==> config.mk <==
export PLATFORM = sky130hd
export DESIGN_NAME = uflc_top
export DESIGN_NICKNAME = d
export VERILOG_FILES = /design/src/uflc_axil.v /design/src/uflc_top.v
export VERILOG_INCLUDE_DIRS = /design/src
export SDC_FILE = /design/constraint.sdc
export NUM_CORES = 1
export LEC_CHECK = 0
export CORE_MARGIN = 8
export CORE_UTILIZATION = 60
export DETAILED_ROUTE_END_ITERATION = 8
export DONT_BUFFER_PORTS = 1
export PLACE_DENSITY = 0.73
export SLEW_MARGIN = 20
export SYNTH_ARGS = -nofsm -noshare
export SYNTH_HDL_FRONTEND = slang
export SYNTH_SLANG_ARGS = --single-unit
export TNS_END_PERCENT = 30
==> constraint.sdc <==
create_clock -name clock -period 2.06 [get_ports clock]
set_input_delay 0.206 -clock clock [delete_from_list [all_inputs] [get_ports clock]]
set_output_delay 0.206 -clock clock [all_outputs]
set_load 0.005 [all_outputs]
==> src/uflc_defs.vh <==
// Purpose: constants for the flag clear and receive character block
// Assumes: 32-bit register bus, word aligned byte addresses
// Notes:   definitions only, no logic
`ifndef UFLC_DEFS_VH
`define UFLC_DEFS_VH

// ----------------------------------------------------------------
// Register byte offsets
// ----------------------------------------------------------------
`define UFLC_OFS_STATUS      8'h1C
`define UFLC_OFS_FLAG_CLEAR  8'h20
`define UFLC_OFS_RX_CHAR     8'h24
`define UFLC_OFS_IRQ_MASK    8'h30

// ----------------------------------------------------------------
// Flag bit positions in status, clear and mask registers
// ----------------------------------------------------------------
`define UFLC_BIT_CHAR_CMP    17
`define UFLC_BIT_CTS_CHG     9
`define UFLC_BIT_TX_DONE     6
`define UFLC_BIT_LINE_QUIET  4
`define UFLC_BIT_RX_OVF      3
`define UFLC_BIT_NOISE       2
`define UFLC_BIT_FRAMING     1
`define UFLC_BIT_PARITY      0

// ----------------------------------------------------------------
// Field widths and reset values
// ----------------------------------------------------------------
`define UFLC_CHAR_W          9
`define UFLC_NUM_FLAGS       8
`define UFLC_RST_FLAGS       8'h00
`define UFLC_RST_MASK        8'h00
`define UFLC_RST_CHAR        9'h000
`define UFLC_RD_ZERO         32'h00000000

// ----------------------------------------------------------------
// Bus response codes
// ----------------------------------------------------------------
`define UFLC_RESP_OKAY       2'h0
`define UFLC_RESP_SLVERR     2'h2

`endif

==> src/uflc_axil.v <==
// Purpose: AXI4-Lite slave front end for the register file
// Assumes: one write and one read in flight at most
// Notes:   write fires one edge after both address and data are held;
//          read data is captured on the address handshake edge
`timescale 1ns/1ns
`include "uflc_defs.vh"

module uflc_axil (
	// Clock, reset and enable
	input  wire        clock,
	input  wire        rst_b,
	input  wire        ce,
	// Write address and data channels
	input  wire [7:0]  s_axi_awaddr,
	input  wire        s_axi_awvalid,
	output wire        s_axi_awready,
	input  wire [31:0] s_axi_wdata,
	input  wire [3:0]  s_axi_wstrb,
	input  wire        s_axi_wvalid,
	output wire        s_axi_wready,
	// Write response channel
	output reg  [1:0]  s_axi_bresp,
	output reg         s_axi_bvalid,
	input  wire        s_axi_bready,
	// Read channels
	input  wire [7:0]  s_axi_araddr,
	input  wire        s_axi_arvalid,
	output wire        s_axi_arready,
	output reg  [31:0] s_axi_rdata,
	output reg  [1:0]  s_axi_rresp,
	output reg         s_axi_rvalid,
	input  wire        s_axi_rready,
	// Register file side
	output wire        wr_req,
	output reg  [7:0]  wr_addr,
	output reg  [31:0] wr_data,
	output reg  [3:0]  wr_strb,
	input  wire        wr_err,
	output wire        rd_req,
	input  wire [31:0] rd_data,
	input  wire        rd_err
);

	reg aw_full;
	reg w_full;

	// Hold each channel until both are in; no bus ready while frozen
	assign s_axi_awready = ce & ~aw_full;
	assign s_axi_wready  = ce & ~w_full;
	assign s_axi_arready = ce & ~s_axi_rvalid;
	assign wr_req        = ce & aw_full & w_full & ~s_axi_bvalid;
	assign rd_req        = s_axi_arvalid & s_axi_arready;

	// Write side capture and response
	always @(posedge clock or negedge rst_b) begin
		if (!rst_b) begin
			aw_full      <= 1'b0;
			w_full       <= 1'b0;
			wr_addr      <= 8'h00;
			wr_data      <= 32'h00000000;
			wr_strb      <= 4'h0;
			s_axi_bvalid <= 1'b0;
			s_axi_bresp  <= `UFLC_RESP_OKAY;
		end else if (ce) begin
			if (s_axi_awvalid && s_axi_awready) begin
				aw_full <= 1'b1;
				wr_addr <= s_axi_awaddr;
			end
			if (s_axi_wvalid && s_axi_wready) begin
				w_full  <= 1'b1;
				wr_data <= s_axi_wdata;
				wr_strb <= s_axi_wstrb;
			end
			if (wr_req) begin
				aw_full      <= 1'b0;
				w_full       <= 1'b0;
				s_axi_bvalid <= 1'b1;
				s_axi_bresp  <= wr_err ? `UFLC_RESP_SLVERR
					: `UFLC_RESP_OKAY;
			end else if (s_axi_bready) begin
				s_axi_bvalid <= 1'b0;
			end
		end
	end

	// Read side: data sampled at the address handshake
	always @(posedge clock or negedge rst_b) begin
		if (!rst_b) begin
			s_axi_rvalid <= 1'b0;
			s_axi_rdata  <= `UFLC_RD_ZERO;
			s_axi_rresp  <= `UFLC_RESP_OKAY;
		end else if (ce) begin
			if (rd_req) begin
				s_axi_rvalid <= 1'b1;
				s_axi_rdata  <= rd_data;
				s_axi_rresp  <= rd_err ? `UFLC_RESP_SLVERR
					: `UFLC_RESP_OKAY;
			end else if (s_axi_rready) begin
				s_axi_rvalid <= 1'b0;
			end
		end
	end

endmodule

==> src/uflc_top.v <==
// Purpose: flag clear register and receive character register of the
//          low power serial unit, with status flags and interrupt
// Assumes: event and character inputs are synchronous to clock
// Notes:   the rest of the unit raises one-cycle event pulses here
//
// Summary of operation
// RULE1: A one written to bit 17 of the flag clear register clears match.
// RULE2: A one written to bit 9 clears the clear-to-send change flag.
// RULE3: A one written to bit 6 clears the transmit-done flag.
// RULE4: A one written to bit 4 clears the idle line flag.
// RULE5: A one written to bit 3 clears the receive overflow flag.
// RULE6: A one written to bit 2 clears the start-bit noise flag.
// RULE7: A one written to bit 1 clears the framing error flag.
// RULE8: A one written to bit 0 clears the parity error flag.
// RULE9: The last shifted-in character reads in bits 8:0, read-only.
// RULE10: With parity on, the character MSB holds the received parity.
// RULE11: The receive character register is at 0x24; bits 31:9 read zero.
// RULE12: Zeros and reserved bits written to the flag clear do nothing.
//
// Design decision made here: register access over AXI4-Lite.
`timescale 1ns/1ns
`include "uflc_defs.vh"

module uflc_top #(
	parameter CHAR_W = `UFLC_CHAR_W
) (
	// Clock, reset and enable
	input  wire              clock,
	input  wire              rst_b,
	input  wire              ce,
	// AXI4-Lite write address and data
	input  wire [7:0]        s_axi_awaddr,
	input  wire              s_axi_awvalid,
	output wire              s_axi_awready,
	input  wire [31:0]       s_axi_wdata,
	input  wire [3:0]        s_axi_wstrb,
	input  wire              s_axi_wvalid,
	output wire              s_axi_wready,
	// AXI4-Lite write response
	output wire [1:0]        s_axi_bresp,
	output wire              s_axi_bvalid,
	input  wire              s_axi_bready,
	// AXI4-Lite read
	input  wire [7:0]        s_axi_araddr,
	input  wire              s_axi_arvalid,
	output wire              s_axi_arready,
	output wire [31:0]       s_axi_rdata,
	output wire [1:0]        s_axi_rresp,
	output wire              s_axi_rvalid,
	input  wire              s_axi_rready,
	// Flag events from the rest of the serial unit
	input  wire              evt_char_match,
	input  wire              evt_cts_change,
	input  wire              evt_tx_done,
	input  wire              evt_line_quiet,
	input  wire              evt_rx_overflow,
	input  wire              evt_noise,
	input  wire              evt_framing_err,
	input  wire              evt_parity_err,
	// Received character from the input shift register
	input  wire [CHAR_W-1:0] rx_shift_char,
	input  wire              rx_char_load,
	// Flag levels back to the unit, and interrupt
	output wire [31:0]       status_flags,
	output wire              irq
);

	// ------------------------------------------------------------
	// Flag layout helpers
	// ------------------------------------------------------------

	// Packed flag vector to register layout
	function [31:0] uflc_expand;
		input [7:0] f;
		begin
			uflc_expand                        = 32'h00000000;
			uflc_expand[`UFLC_BIT_CHAR_CMP]    = f[7];
			uflc_expand[`UFLC_BIT_CTS_CHG]     = f[6];
			uflc_expand[`UFLC_BIT_TX_DONE]     = f[5];
			uflc_expand[`UFLC_BIT_LINE_QUIET]  = f[4];
			uflc_expand[`UFLC_BIT_RX_OVF]      = f[3];
			uflc_expand[`UFLC_BIT_NOISE]       = f[2];
			uflc_expand[`UFLC_BIT_FRAMING]     = f[1];
			uflc_expand[`UFLC_BIT_PARITY]      = f[0];
		end
	endfunction

	// Register layout to packed vector; reserved bits are dropped
	function [7:0] uflc_pack;
		input [31:0] r;
		begin
			uflc_pack = {r[`UFLC_BIT_CHAR_CMP], r[`UFLC_BIT_CTS_CHG],
				r[`UFLC_BIT_TX_DONE], r[`UFLC_BIT_LINE_QUIET],
				r[`UFLC_BIT_RX_OVF], r[`UFLC_BIT_NOISE],
				r[`UFLC_BIT_FRAMING], r[`UFLC_BIT_PARITY]};
		end
	endfunction

	// Byte strobes widened to a bit mask
	function [31:0] uflc_lanes;
		input [3:0] s;
		begin
			uflc_lanes = {{8{s[3]}}, {8{s[2]}}, {8{s[1]}}, {8{s[0]}}};
		end
	endfunction

	// ------------------------------------------------------------
	// State and bus wires
	// ------------------------------------------------------------
	reg  [7:0]        flags;
	reg  [7:0]        irq_mask;
	reg  [CHAR_W-1:0] rx_char;
	reg  [31:0]       rd_data;
	reg               rd_err;
	reg               wr_err;
	wire              wr_req;
	wire [7:0]        wr_addr;
	wire [31:0]       wr_data;
	wire [3:0]        wr_strb;
	wire              rd_req;
	wire [31:0]       wr_bits;
	wire              clr_hit;
	wire              mask_hit;
	wire [7:0]        clr_vec;
	wire [7:0]        evt_vec;
	wire [7:0]        next_flags;

	// ------------------------------------------------------------
	// Bus slave
	// ------------------------------------------------------------
	uflc_axil i_uflc_axil (
		.clock         (clock),
		.rst_b         (rst_b),
		.ce            (ce),
		.s_axi_awaddr  (s_axi_awaddr),
		.s_axi_awvalid (s_axi_awvalid),
		.s_axi_awready (s_axi_awready),
		.s_axi_wdata   (s_axi_wdata),
		.s_axi_wstrb   (s_axi_wstrb),
		.s_axi_wvalid  (s_axi_wvalid),
		.s_axi_wready  (s_axi_wready),
		.s_axi_bresp   (s_axi_bresp),
		.s_axi_bvalid  (s_axi_bvalid),
		.s_axi_bready  (s_axi_bready),
		.s_axi_araddr  (s_axi_araddr),
		.s_axi_arvalid (s_axi_arvalid),
		.s_axi_arready (s_axi_arready),
		.s_axi_rdata   (s_axi_rdata),
		.s_axi_rresp   (s_axi_rresp),
		.s_axi_rvalid  (s_axi_rvalid),
		.s_axi_rready  (s_axi_rready),
		.wr_req        (wr_req),
		.wr_addr       (wr_addr),
		.wr_data       (wr_data),
		.wr_strb       (wr_strb),
		.wr_err        (wr_err),
		.rd_req        (rd_req),
		.rd_data       (rd_data),
		.rd_err        (rd_err)
	);

	// ------------------------------------------------------------
	// Write decode
	// ------------------------------------------------------------

	// Only bits in enabled byte lanes take part in a write
	assign wr_bits  = wr_data & uflc_lanes(wr_strb);
	assign clr_hit  = wr_req & (wr_addr == `UFLC_OFS_FLAG_CLEAR);
	assign mask_hit = wr_req & (wr_addr == `UFLC_OFS_IRQ_MASK);

	// Ones clear, zeros and reserved positions fall out of the pack
	assign clr_vec = clr_hit ? uflc_pack(wr_bits) : 8'h00; // RULE12

	// Writes to read-only or unmapped words answer with an error
	always @* begin
		case (wr_addr)
			`UFLC_OFS_FLAG_CLEAR: wr_err = 1'b0;
			`UFLC_OFS_IRQ_MASK:   wr_err = 1'b0;
			default:              wr_err = 1'b1;
		endcase
	end

	// ------------------------------------------------------------
	// Status flags
	// ------------------------------------------------------------
	assign evt_vec = {evt_char_match, evt_cts_change, evt_tx_done,
		evt_line_quiet, evt_rx_overflow, evt_noise,
		evt_framing_err, evt_parity_err};

	// An event in the clearing cycle survives, so none is lost
	assign next_flags = (flags & ~clr_vec) | evt_vec;

	// Sticky flags, each cleared by a one in its clear position
	always @(posedge clock or negedge rst_b) begin
		if (!rst_b) begin
			flags <= `UFLC_RST_FLAGS;
		end else if (ce) begin
			flags[7] <= next_flags[7]; // RULE1
			flags[6] <= next_flags[6]; // RULE2
			flags[5] <= next_flags[5]; // RULE3
			flags[4] <= next_flags[4]; // RULE4
			flags[3] <= next_flags[3]; // RULE5
			flags[2] <= next_flags[2]; // RULE6
			flags[1] <= next_flags[1]; // RULE7
			flags[0] <= next_flags[0]; // RULE8
		end
	end

	// ------------------------------------------------------------
	// Interrupt mask and output
	// ------------------------------------------------------------

	// Mask uses the same layout as the status word
	always @(posedge clock or negedge rst_b) begin
		if (!rst_b) begin
			irq_mask <= `UFLC_RST_MASK;
		end else if (ce && mask_hit) begin
			// Written lanes take the new bits, lanes left off keep theirs
			irq_mask <= uflc_pack(wr_bits) |
				(irq_mask & uflc_pack(uflc_lanes(~wr_strb)));
		end
	end

	// Level output, drops as soon as the last enabled flag clears
	assign irq          = |(flags & irq_mask);
	assign status_flags = uflc_expand(flags);

	// ------------------------------------------------------------
	// Receive character holding register
	// ------------------------------------------------------------

	// Taken whole from the shift register; the MSB stays as received
	// so with parity on it carries the parity bit, not data.
	// Reset gives a defined zero although software must not rely on it.
	always @(posedge clock or negedge rst_b) begin
		if (!rst_b) begin
			rx_char <= `UFLC_RST_CHAR;
		end else if (ce && rx_char_load) begin
			rx_char <= rx_shift_char; // RULE9 RULE10
		end
	end

	// ------------------------------------------------------------
	// Read decode
	// ------------------------------------------------------------

	// Reads have no side effect; the clear register reads as zero
	always @* begin
		rd_data = `UFLC_RD_ZERO;
		rd_err  = 1'b0;
		case (s_axi_araddr)
			`UFLC_OFS_STATUS: begin
				rd_data = uflc_expand(flags);
			end
			`UFLC_OFS_FLAG_CLEAR: begin
				rd_data = `UFLC_RD_ZERO;
			end
			`UFLC_OFS_RX_CHAR: begin
				rd_data[CHAR_W-1:0] = rx_char; // RULE9 RULE11
			end
			`UFLC_OFS_IRQ_MASK: begin
				rd_data = uflc_expand(irq_mask);
			end
			default: begin
				rd_err = 1'b1;
			end
		endcase
	end

endmodule

**Word-level counts from Yosys, hierarchy flattened**

Cells that the tools add are included.

- Equality and inequality tests: 6
- Multiplexer cells: 13
- Bitwise operators: 21
- Reductions and logical operators: 19

Operators by type and width:

| operator | number |
|---|---|
| 8-bit by 6-bit == test with 1-bit output, second input constant | 5 |
| 9-bit case mux with 3 select lines | 1 |
| 8-bit AND | 3 |
| 18-bit AND | 1 |
| 9-bit case mux with 2 select lines | 1 |
| 8-bit OR | 2 |
| 2-bit AND reduction | 8 |
| 1-bit AND | 9 |
| 8-bit by 5-bit == test with 1-bit output, second input constant | 1 |
| 1-bit two-way mux | 8 |
| 8-bit two-way mux | 1 |
| 8-bit inverter | 1 |
| 2-bit nonzero test | 4 |
| 8-bit OR reduction | 1 |
| 1-bit logical AND | 4 |
| 2-bit two-way mux | 2 |
| 1-bit inverter | 4 |
| 4-bit OR reduction | 1 |
| 3-bit inverter | 1 |
| 2-bit OR reduction | 1 |

- Register bits after elaboration: 94
- Input bits: 78
- Output and inout bits: 74
- Logic and storage cells: 72

**Depth between registers and ports, before layout**

Gate-level depths: netlist of run 1.

- Depth after elaboration: 8
- Gate-level depth with buffers: 5
- Gate-level depth less buffers: 4

**Hierarchy**

From an unflattened synthesis of run 1, not the netlist that was laid out.

- Cell total of the unflattened synthesis: 319
- Area, all modules: 4752.1 um2

By module, submodules not included:

| module | instances | cells each | area an instance (um2) | seq. area each (um2) |
|---|---|---|---|---|
| uflc_axil | 1 | 187 | 3250.6 | 2052.0 |
| uflc_top | 1 | 132 | 1501.4 | 625.6 |

**Worst setup path before layout of run 1**

No wires, ideal clock.

- Path type: reg2reg
- From: reg i_uflc_axil.wr_addr[2]
- To: reg with a tool-made name
- Arrival time: 1.568 ns
- Setup slack: 0.367 ns
- Cell stages (with the launch flop): 5
- Buffers on the path: 0
- Clock period less this slack: 1.693 ns
- Cells stage by stage: dfrtp_1 or4b_4 nor3_4 nand3_4 mux2_2

RTL lines:

| what | line | text |
|---|---|---|
| start: declaration | uflc_axil.v:35 | `output reg [7:0] wr_addr,` |
| start signal: assignment | uflc_axil.v:67 | `wr_addr <= s_axi_awaddr;` |

==> impl_metrics.json, run 1 <==
{
  "syn_to_final_growth_pct": 6.03,
  "fin_worst_skew_ps": 5.97,
  "worst_path_max_delay_cell": "or4b_4",
  "fp.dieArea_sq_um": 7410,
  "p_leak_nw": 1.45,
  "grt_use_total_pct": 16.7,
  "yosys.area_share.simple_pct": 13.0,
  "start_util_pct": 62.4,
  "end_kind": "flip-flop",
  "synth.yosys.seq_area_share_pct": 51.8,
  "antenna_left": 0,
  "hold_path.class": "in -> reg",
  "grt_max_degree": 62,
  "num_vias": 1821,
  "setup_slack_ps": 270,
  "setup_tns_ps": 0,
  "grt_antenna_before_repair": 0,
  "wl_per_cell_microns": 19.3,
  "dp_hpwl_mm": 4.67,
  "grt_setup_unrepaired": "false",
  "syn_area_sq_um": 2950,
  "final_area_sq_um": 3120,
  "avgSynthCellArea_sq_um": 11.8,
  "synth_edf_count": 0,
  "reg2reg_setup_slack_ps": 270,
  "drt_wl_total_mm": 6.42,
  "synth_top_cell_by_area": "dfrtp_1",
  "die_h_microns": 86.1,
  "drtIter0Drc": 147,
  "dp_slack_ps": 271,
  "numCtsBuffers": 9,
  "clockBufferDepth": 2,
  "postPlaceCellArea_sq_um": 2830,
  "layout.cells.non_filler": 333,
  "die_x_microns": 86.1,
  "critPathKind": "reg -> reg",
  "cp.arrival_ps": 2010,
  "synth_async_sr_flop_share_pct": 100,
  "cts.sinks": 61,
  "hold_viol": 0,
  "rows": 25,
  "period_share_pct": 86.9,
  "synth_top_flop_cell": "dfrtp_1",
  "maxCapViolCount": 0,
  "cp-start-kind": "flip-flop",
  "synth_xor_area_share_pct": 0,
  "max_stage_delay_ps": 580,
  "slew_violations": 0,
  "insertion_delay_ps": 340,
  "slew_headroom_pct": 52.0,
  "vias_per_cell": 5.47,
  "clk_pin_slew_ps": 70,
  "fmax_mhz": 559,
  "synth_most_common_cell": "dfrtp_1",
  "num_antenna_cells": 0,
  "multi_input_area_sq_um": 1210,
  "required_ps": 2280,
  "grt_pass1_wl_mm": 9.45,
  "pwr_density_cell_nw_per_um2": 1030,
  "yosys.area.top_type_share_pct": 51.8,
  "setup_viol": 0,
  "crit_fanout": 6,
  "place_inst": 309,
  "portBuffers": 0,
  "io_pins": 152,
  "htree_levels": 3,
  "synth_fa_ha_area_share_pct": 0,
  "finalCriticalPeriod_ps": 1790,
  "root_buffer": "clkbuf_8",
  "status": "finished, final reports clean",
  "synth_cell_type_count": 33,
  "seq_area_sq_um": 1530,
  "cts_tree": "yes",
  "post-route-drc-count": 0,
  "tightestPinTransition_ps": 709,
  "synth_compound_area_share_pct": 8.28,
  "synthCells": 249,
  "drive_gt1_share_pct": 21.4,
  "power_mw": 3.22,
  "vdd_drop_max_uv": 684,
  "cts_resized": 0,
  "yosys-top-cells-area": "dfrtp_1 (52%), mux2_2 (14%), buf_4 (12%)",
  "ys_warn_count": 0,
  "coreArea_sq_um": 4720,
  "synthTopCellsByCount": "dfrtp_1 (61), buf_4 (47), mux2_2 (36), nand2_1 (30), a22o_1 (8)",
  "drtPass1Iterations": 4,
  "grt_pass1_vias": 1751,
  "synth_top_family_by_area": "multiplexers",
  "grt-ovfl-total": 0,
  "synth_mux_area_share_pct": 13.8,
  "path_cells": "or4b_4 > nor3_4 > nand3_4 > mux2_2",
  "ys_ff_latch": 61,
  "finalWeightedCongestion": 0.717,
  "n_fill_cell": 352,
  "final_nets": 339
}
==> metal layers <==
layer / track usage, % / part of all wire (%) / vias to the layer above
li1: - / - / 825
met1: 19.3 / 38 / 894
met2: 25.8 / 47 / 97
met3: 9.07 / 13 / 5
met4: 5.25 / 0.75 / 0
met5: 0 / 0 / -
==> critical path: cells and delay by family (launching register included) <==
| family | cells | cell delay, ps |
|---|---|---|
| AND/OR/NAND/NOR | 3 | 1010 |
| multiplexers | 1 | 290 |
| flip-flops | 1 | 380 |
==> where the power goes <==
group | switching [mW] | internal, mW | total, mW
logic | 0.219 | 0.281 | 0.499
clock network | 0.456 | 0.588 | 1.04
registers | 0.209 | 1.46 | 1.67
total | 0.884 | 2.33 | 3.22
==> area by class of cell <==
| type | instances | share of cell area (%) |
|---|---|---|
| Multi-Input combinational cell | 179 | 38.7 |
| Sequential cell | 61 | 48.9 |
| Clock inverter | 4 | 1.52 |
| Timing Repair Buffer | 10 | 3.61 |
| Clock buffer | 12 | 4.65 |
| Tap cell | 67 | 2.68 |
==> timing repair <==
action / CTS / global route
endpoints found under the hold margin: 61 / 6
setup buffers: 0 / 0
hold buffers: 2 / 6
==> per-stage QoR <==
stage	util, %	hold WS, ps
finish	66.1	13.9
global route	66.1	0.138
CTS	64.8	0.262
detailed placement	60.0	-87.9
global placement	60.0	-87.8
floorplan	-	-89.6
==> cells in the final DEF, fill, tap and decap left out, drive strengths merged, types with 4 or more instances in the layout <==
cell type and n:
a222oi 6, a22o 8, a22oi 6, clkbuf 12, conb 47, dfrtp 61
dlygate4sd3 7, mux2 36, nand2 30, nand3 6, nor2 4, o21ai 6
==> path summary, 6_finish.rpt <==
check	start	end	cells after the start
setup / recovery	i_uflc_axil.wr_addr[2]	flip-flop	4
setup reg to reg	i_uflc_axil.wr_addr[2]	flip-flop	4
hold / removal	rx_shift_char[7]	rx_char[7]	1
min in group asynchronous	rst_b	rx_char[7]	2
hold reg to reg	rx_char[5]	i_uflc_axil.s_axi_rdata[5]	2
max in group asynchronous	rst_b	i_uflc_axil.s_axi_rvalid	2
==> kinds of logic after synthesis <==
kind of cell    count (synthesis)
other cells                     1
compound gates                 32
mux                            36
buf+inv                        55
flops                          61
simple gates                   64
(Power assumes the default switching activity.)
==> inputs of run 2 (changes only) <==
--- a/config.mk
+++ b/config.mk
@@ -6,6 +6,7 @@
 export SDC_FILE = /design/constraint.sdc
 export NUM_CORES = 1
 export LEC_CHECK = 0
+export ABC_AREA = 1
 export CORE_MARGIN = 8
 export CORE_UTILIZATION = 60
 export DETAILED_ROUTE_END_ITERATION = 8
==> run 2 against run 1 <==
Combinational power increased by 35%. Sequential share of layout area decreased by 5.1 points. Critical path depth decreased by 1. Sequential power about the same. Total power increased by 12%. Fmax increased by 19%. Synthesized area increased by 9.0%. Register-to-register slack improved by 340 ps. Highest routed layer unchanged. Cell area increased by 12%.
==> impl_metrics.json, run 2 <==
{
  "drt_wl_total_mm": 6.79,
  "grt-ovfl-total": 0,
  "clk_pin_slew_ps": 70,
  "place_inst": 423,
  "postPlaceCellArea_sq_um": 3080,
  "final_nets": 457,
  "grt_use_total_pct": 17.6,
  "multi_input_area_sq_um": 1360,
  "coreArea_sq_um": 5140,
  "worst_path_max_delay_cell": "dfrtp_1",
  "switching_power_mw": 1.00,
  "htree_levels": 3,
  "synth_top_cell_by_area": "dfrtp_1",
  "synth_async_sr_flop_share_pct": 100,
  "numCtsBuffers": 9,
  "grt_setup_unrepaired": "false",
  "drtPass1Iterations": 4,
  "insertion_delay_ps": 330,
  "io_pins": 152,
  "postCtsSetupBuffers": 0,
  "end_kind": "primary output",
  "power_mw": 3.59,
  "clockBufferDepth": 2,
  "drive_gt1_share_pct": 13.5,
  "final_area_sq_um": 3480,
  "grt_antenna_before_repair": 0,
  "maxCapViolCount": 0,
  "synth_top_flop_cell": "dfrtp_1",
  "status": "finished, final reports clean",
  "synth_cell_type_count": 28,
  "combPwrFrac_pct": 18.8,
  "reg2reg_depth": 6,
  "portBuffers": 0,
  "clkPwrFrac_pct": 35.4,
  "cp-start-kind": "flip-flop",
  "fmax_mhz": 666,
  "finalWeightedCongestion": 0.779,
  "grt_pass1_wl_mm": 10.8,
  "reg2reg_setup_slack_ps": 610,
  "cts.sinks": 61,
  "syn_to_final_growth_pct": 8.58,
  "min_path_cells": 1,
  "required_ps": 1850,
  "hold_viol": 0,
  "avgSynthCellArea_sq_um": 8.91,
  "drtIter0Drc": 70,
  "dp_hpwl_mm": 5.22,
  "post-route-drc-count": 0,
  "hold-path-endpoint": "i_uflc_axil.wr_strb[2]",
  "vdd_drop_max_uv": 813,
  "path_cells": "a22o_1 > a21oi_1 > nand3_1",
  "layout.cells.non_filler": 454,
  "ys_ff_latch": 61,
  "min_from": "s_axi_wstrb[2]",
  "p_leak_nw": 1.76,
  "switching_share_pct": 27.9,
  "cts_tree": "yes",
  "seq_area_sq_um": 1530,
  "start_util_pct": 62.4,
  "num_vias": 2258,
  "wl_per_cell_microns": 15.0,
  "synth_most_common_cell": "nand2_1",
  "rows": 26,
  "pwr-share-seq_pct": 45.8,
  "fp.dieArea_sq_um": 7950,
  "setup_viol": 0,
  "setup_tns_ps": 0,
  "max_stage_delay_ps": 440,
  "period_share_pct": 72.8,
  "num_antenna_cells": 0,
  "vias_per_cell": 4.97,
  "crit_fanout": 4,
  "die_x_microns": 89.1,
  "grt_max_degree": 62,
  "n_fill_cell": 436,
  "synth.yosys.seq_area_share_pct": 47.6,
  "r2r_start": "i_uflc_axil.wr_addr[1]",
  "cp.arrival_ps": 1290,
  "synthTopCellsByCount": "nand2_1 (87), dfrtp_1 (61), buf_4 (50), nand3_1 (40), nor2_1 (22)",
  "fin_worst_skew_ps": 6.96,
  "syn_area_sq_um": 3210,
  "hold_path.class": "in -> reg",
  "root_buffer": "clkbuf_8",
  "die_h_microns": 89.1,
  "pwr_density_cell_nw_per_um2": 1030,
  "synthCells": 360,
  "final_cell_mix": "nand2_1 (87), dfrtp_1 (61), conb_1 (47)",
  "finalCriticalPeriod_ps": 1500,
  "yosys-top-cells-area": "dfrtp_1 (48%), buf_4 (12%), nand2_1 (10%)",
  "grt_pass1_vias": 2314,
  "ys_warn_count": 0,
  "internal-power_mw": 2.59,
  "synth_edf_count": 0,
  "final_common_cell": "nand2_1",
  "yosys.area.top_type_share_pct": 47.6,
  "critPathKind": "reg -> out",
  "slew_violations": 0,
  "antenna_left": 0
}
run 2: worst max path at each step:
| stage | slack (ps) | end | depth (start not counted) | start |
|---|---|---|---|---|
| 2_1_floorplan | 860 | flip-flop | 7 | i_uflc_axil.wr_addr[7] |
| 3_3_place_gp | 640 | flip-flop | 6 | i_uflc_axil.wr_addr[1] |
| 5_1_grt | 450 | flip-flop | 6 | i_uflc_axil.wr_addr[1] |
| 3_5_place_dp | 620 | flip-flop | 6 | i_uflc_axil.wr_addr[1] |
| 4_1_cts | 540 | irq | 3 | flags[6] |
| 6_report | 560 | irq | 3 | flags[6] |
run 2: kinds of logic (layout without fill, tap and decap cells):
logic type	count (synthesis)	count (layout)	share of synthesized area [%]
and+or+nand+nor	171	171	24.6
buffers and inverters	79	57	15.5
DFF	61	61	47.6
AOI/OAI and AO/OA	33	33	6.32
muxes	15	15	5.97
other	1	47	0.117
run 2: repair_timing:
action,4_1_cts,5_1_grt
resized for setup,0,0
hold buffers,14,1
endpoints found under the hold margin,72,1
run 2: metrics by stage:
stage,setup slack (ps),hold WS [ps],util [%]
after floorplan,862,-89.6,-
after global placement,635,-87.8,59.9
after global routing,448,2.21,67.8
after CTS,541,0.977,67.6
after detailed placement,625,-87.7,59.9
final,560,8.81,67.8
run 2: worst max-delay path: cells and delay by family, from the launching register on:
kind	cells	cell delay (ps)
DFF	1	440
AOI/OAI and AO/OA	2	400
and+or+nand+nor	1	130
run 2: routing by layer:
metal	wire length (microns)	vias up	track usage, %
li1	-	1102	-
met1	2730	1078	20.3
met2	3490	70	30.2
met3	505	8	5.51
met4	74	0	5.89
met5	0	-	0
run 2: area by class of cell:
| class | instances | share of cell area, % |
|---|---|---|
| Sequential cell | 61 | 43.8 |
| Multi-Input combinational cell | 266 | 39.0 |
| Timing Repair Buffer | 16 | 5.03 |
| Clock buffer | 12 | 4.17 |
| Inverter | 25 | 2.76 |
| Clock inverter | 4 | 2.73 |
| Tap cell | 70 | 2.51 |
run 2: power groups by stage:
| stage | Sequential, mW | Combinational (mW) | Clock [mW] |
|---|---|---|---|
| 2_1_floorplan | 1.62 | 0.600 | 0 |
| 3_3_place_gp | 1.65 | 0.595 | 0 |
| 3_5_place_dp | 1.67 | 0.625 | 0 |
| 4_1_cts | 1.65 | 0.681 | 1.30 |
| 5_1_grt | 1.68 | 0.774 | 1.36 |
| 6_report | 1.64 | 0.675 | 1.27 |
==> inputs of run 3 (changes only) <==
==> constraint.sdc (replaced) <==
create_clock -name clock -period 1.4 [get_ports clock]
set_input_delay 0.14 -clock clock [delete_from_list [all_inputs] [get_ports clock]]
set_output_delay 0.14 -clock clock [all_outputs]
set_load 0.005 [all_outputs]
==> run 3 against run 2 <==
The run now ends with hold timing left. Die area unchanged. Clock power grew 57%. Via count increased by 3.8%. First-iteration DRC count rose by 29%. Total power increased by 52%. Worst hold slack got worse by 510 ps. Count of clock-buffer cells in the layout is 1 higher. Cell area up 9.2%. Critical path depth unchanged. Combinational power is 54% higher.
==> impl_metrics.json, run 3 (synthesized netlist as in run 2, its figures left out) <==
{
  "maxCapViolCount": 0,
  "finalCriticalPeriod_ps": 1400,
  "hold_path.class": "in -> async",
  "critical_path.top_delay_family": "flip-flops",
  "drt_wl_total_mm": 7.19,
  "cp.arrival_ps": 1260,
  "rows": 26,
  "layout.cells.non_filler": 484,
  "final_cell_mix": "nand2_1 (87), dfrtp_1 (60), conb_1 (47)",
  "n_fill_cell": 400,
  "io_pins": 152,
  "root_buffer": "clkbuf_8",
  "drive_gt1_share_pct": 14.3,
  "drtIter0Drc": 90,
  "violations": "hold timing",
  "grt_use_total_pct": 19.0,
  "grt_pass1_vias": 2393,
  "grt_antenna_before_repair": 0,
  "worst_path_max_delay_cell": "dfrtp_1",
  "grt_max_degree": 62,
  "final_common_cell": "nand2_1",
  "fin_util_pct": 74.0,
  "grt_setup_unrepaired": "true",
  "period_share_pct": 99.8,
  "postCtsHoldBufs": 41,
  "required_ps": 1260,
  "cp-start-kind": "flip-flop",
  "clk_pin_slew_ps": 70,
  "hold_viol": 61,
  "vdd_drop_max_uv": 1070,
  "pwr_density_cell_nw_per_um2": 1430,
  "numCtsBuffers": 9,
  "slew_violations": 0,
  "status": "finished, violations left",
  "start_util_pct": 62.4,
  "path_cells": "a22o_1 > a21oi_2 > nand3_1",
  "post-route-drc-count": 0,
  "postCtsSetupBuffers": 0,
  "cts_tree": "yes",
  "setup_slack_ps": 3.28,
  "critPathKind": "reg -> out",
  "hold_slack_ps": -506,
  "clockBufferDepth": 2,
  "crit_fanout": 4,
  "critical_path_buf_inv_count": 0,
  "finalWeightedCongestion": 0.825,
  "setup_viol": 0,
  "die_x_microns": 89.1,
  "coreArea_sq_um": 5140,
  "drtPass1Iterations": 5,
  "grt_pass1_wl_mm": 11.5,
  "htree_levels": 3,
  "grt-ovfl-total": 0,
  "die_h_microns": 89.1,
  "num_vias": 2344,
  "fin_worst_skew_ps": 8.12,
  "vias_per_cell": 4.84,
  "antenna_left": 0,
  "setup_tns_ps": 0,
  "fmax_mhz": 716,
  "max_stage_delay_ps": 450,
  "num_antenna_cells": 0,
  "seq_area_sq_um": 1530,
  "portBuffers": 0,
  "place_inst": 427,
  "wl_per_cell_microns": 14.8,
  "end_kind": "primary output",
  "final_nets": 487,
  "p_leak_nw": 1.89,
  "dp_hpwl_mm": 5.22,
  "syn_to_final_growth_pct": 18.5,
  "cts.sinks": 61,
  "fp.dieArea_sq_um": 7950,
  "multi_input_area_sq_um": 1370,
  "dp_slack_ps": 47.1,
  "insertion_delay_ps": 340
}
run 3: cell count changes in the layout (fill, tap and decap cells not counted), sizes merged:
| cell | change |
|---|---|
| buf | +3 |
| clkbuf | +1 |
| clkinv | -1 |
| dlygate4sd3 | +27 |
run 3: through the flow:
stage	instance area (sq um)	power, mW
finish	3800	5.46
global route	3800	5.74
CTS	3790	5.46
detailed placement	3120	3.37
global placement	3120	3.31
floorplan	3380	3.26
run 3: power breakdown:
group	internal (mW)	total, mW	switching, mW
sequential	2.15	2.42	0.271
clock	1.33	2.00	0.665
combinational	0.477	1.04	0.563
total	3.96	5.46	1.50
run 3: repair_timing:
action                     CTS  global route
setup endpoints to repair    1            10
gates cloned                 0             0
pin swaps                    2             1
hold endpoints to repair   101            61
resized for setup            0             4
run 3: area by class of cell:
cell class / instances / area share [%]
multi-input combinational: 266 / 36.1
timing repair buffer: 46 / 12.1
clock inverter: 3 / 2.37
tap: 70 / 2.30
inverter: 25 / 2.53
clock buffer: 13 / 4.44
sequential: 61 / 40.2
run 3: path summary, 6_finish.rpt:
path | start | end | slack (ps) | cells after the start
worst max-delay path | flags[7] | irq | 3 | 3
worst min-delay path | rst_b | rx_char[5] | -510 | 0
worst max register to register | i_uflc_axil.wr_addr[1] | flip-flop | 90 | 7
worst min register to register | rx_char[4] | rx_char[4] | 510 | 1
max in group asynchronous | rst_b | flags[6] | 1810 | 0
min in group clock | s_axi_awvalid | i_uflc_axil.wr_addr[2] | 60 | 2
run 3: worst register-to-register path: cells and delay by family (launching register included):
kind                   cells  cell delay, ps
AND/OR/NAND/NOR            5             590
AO/OA/AOI/OAI              1              50
buffers and inverters      1             160
flip-flops                 1             390
run 3: per-layer routing:
metal  vias up  GRT usage (%)  wire length [microns]
met3        16           5.42                    537
li1       1159              -                      -
met5         -              0                      0
met2        75           32.5                   3700
met1      1094           21.3                   2790
met4         0           9.21                    160
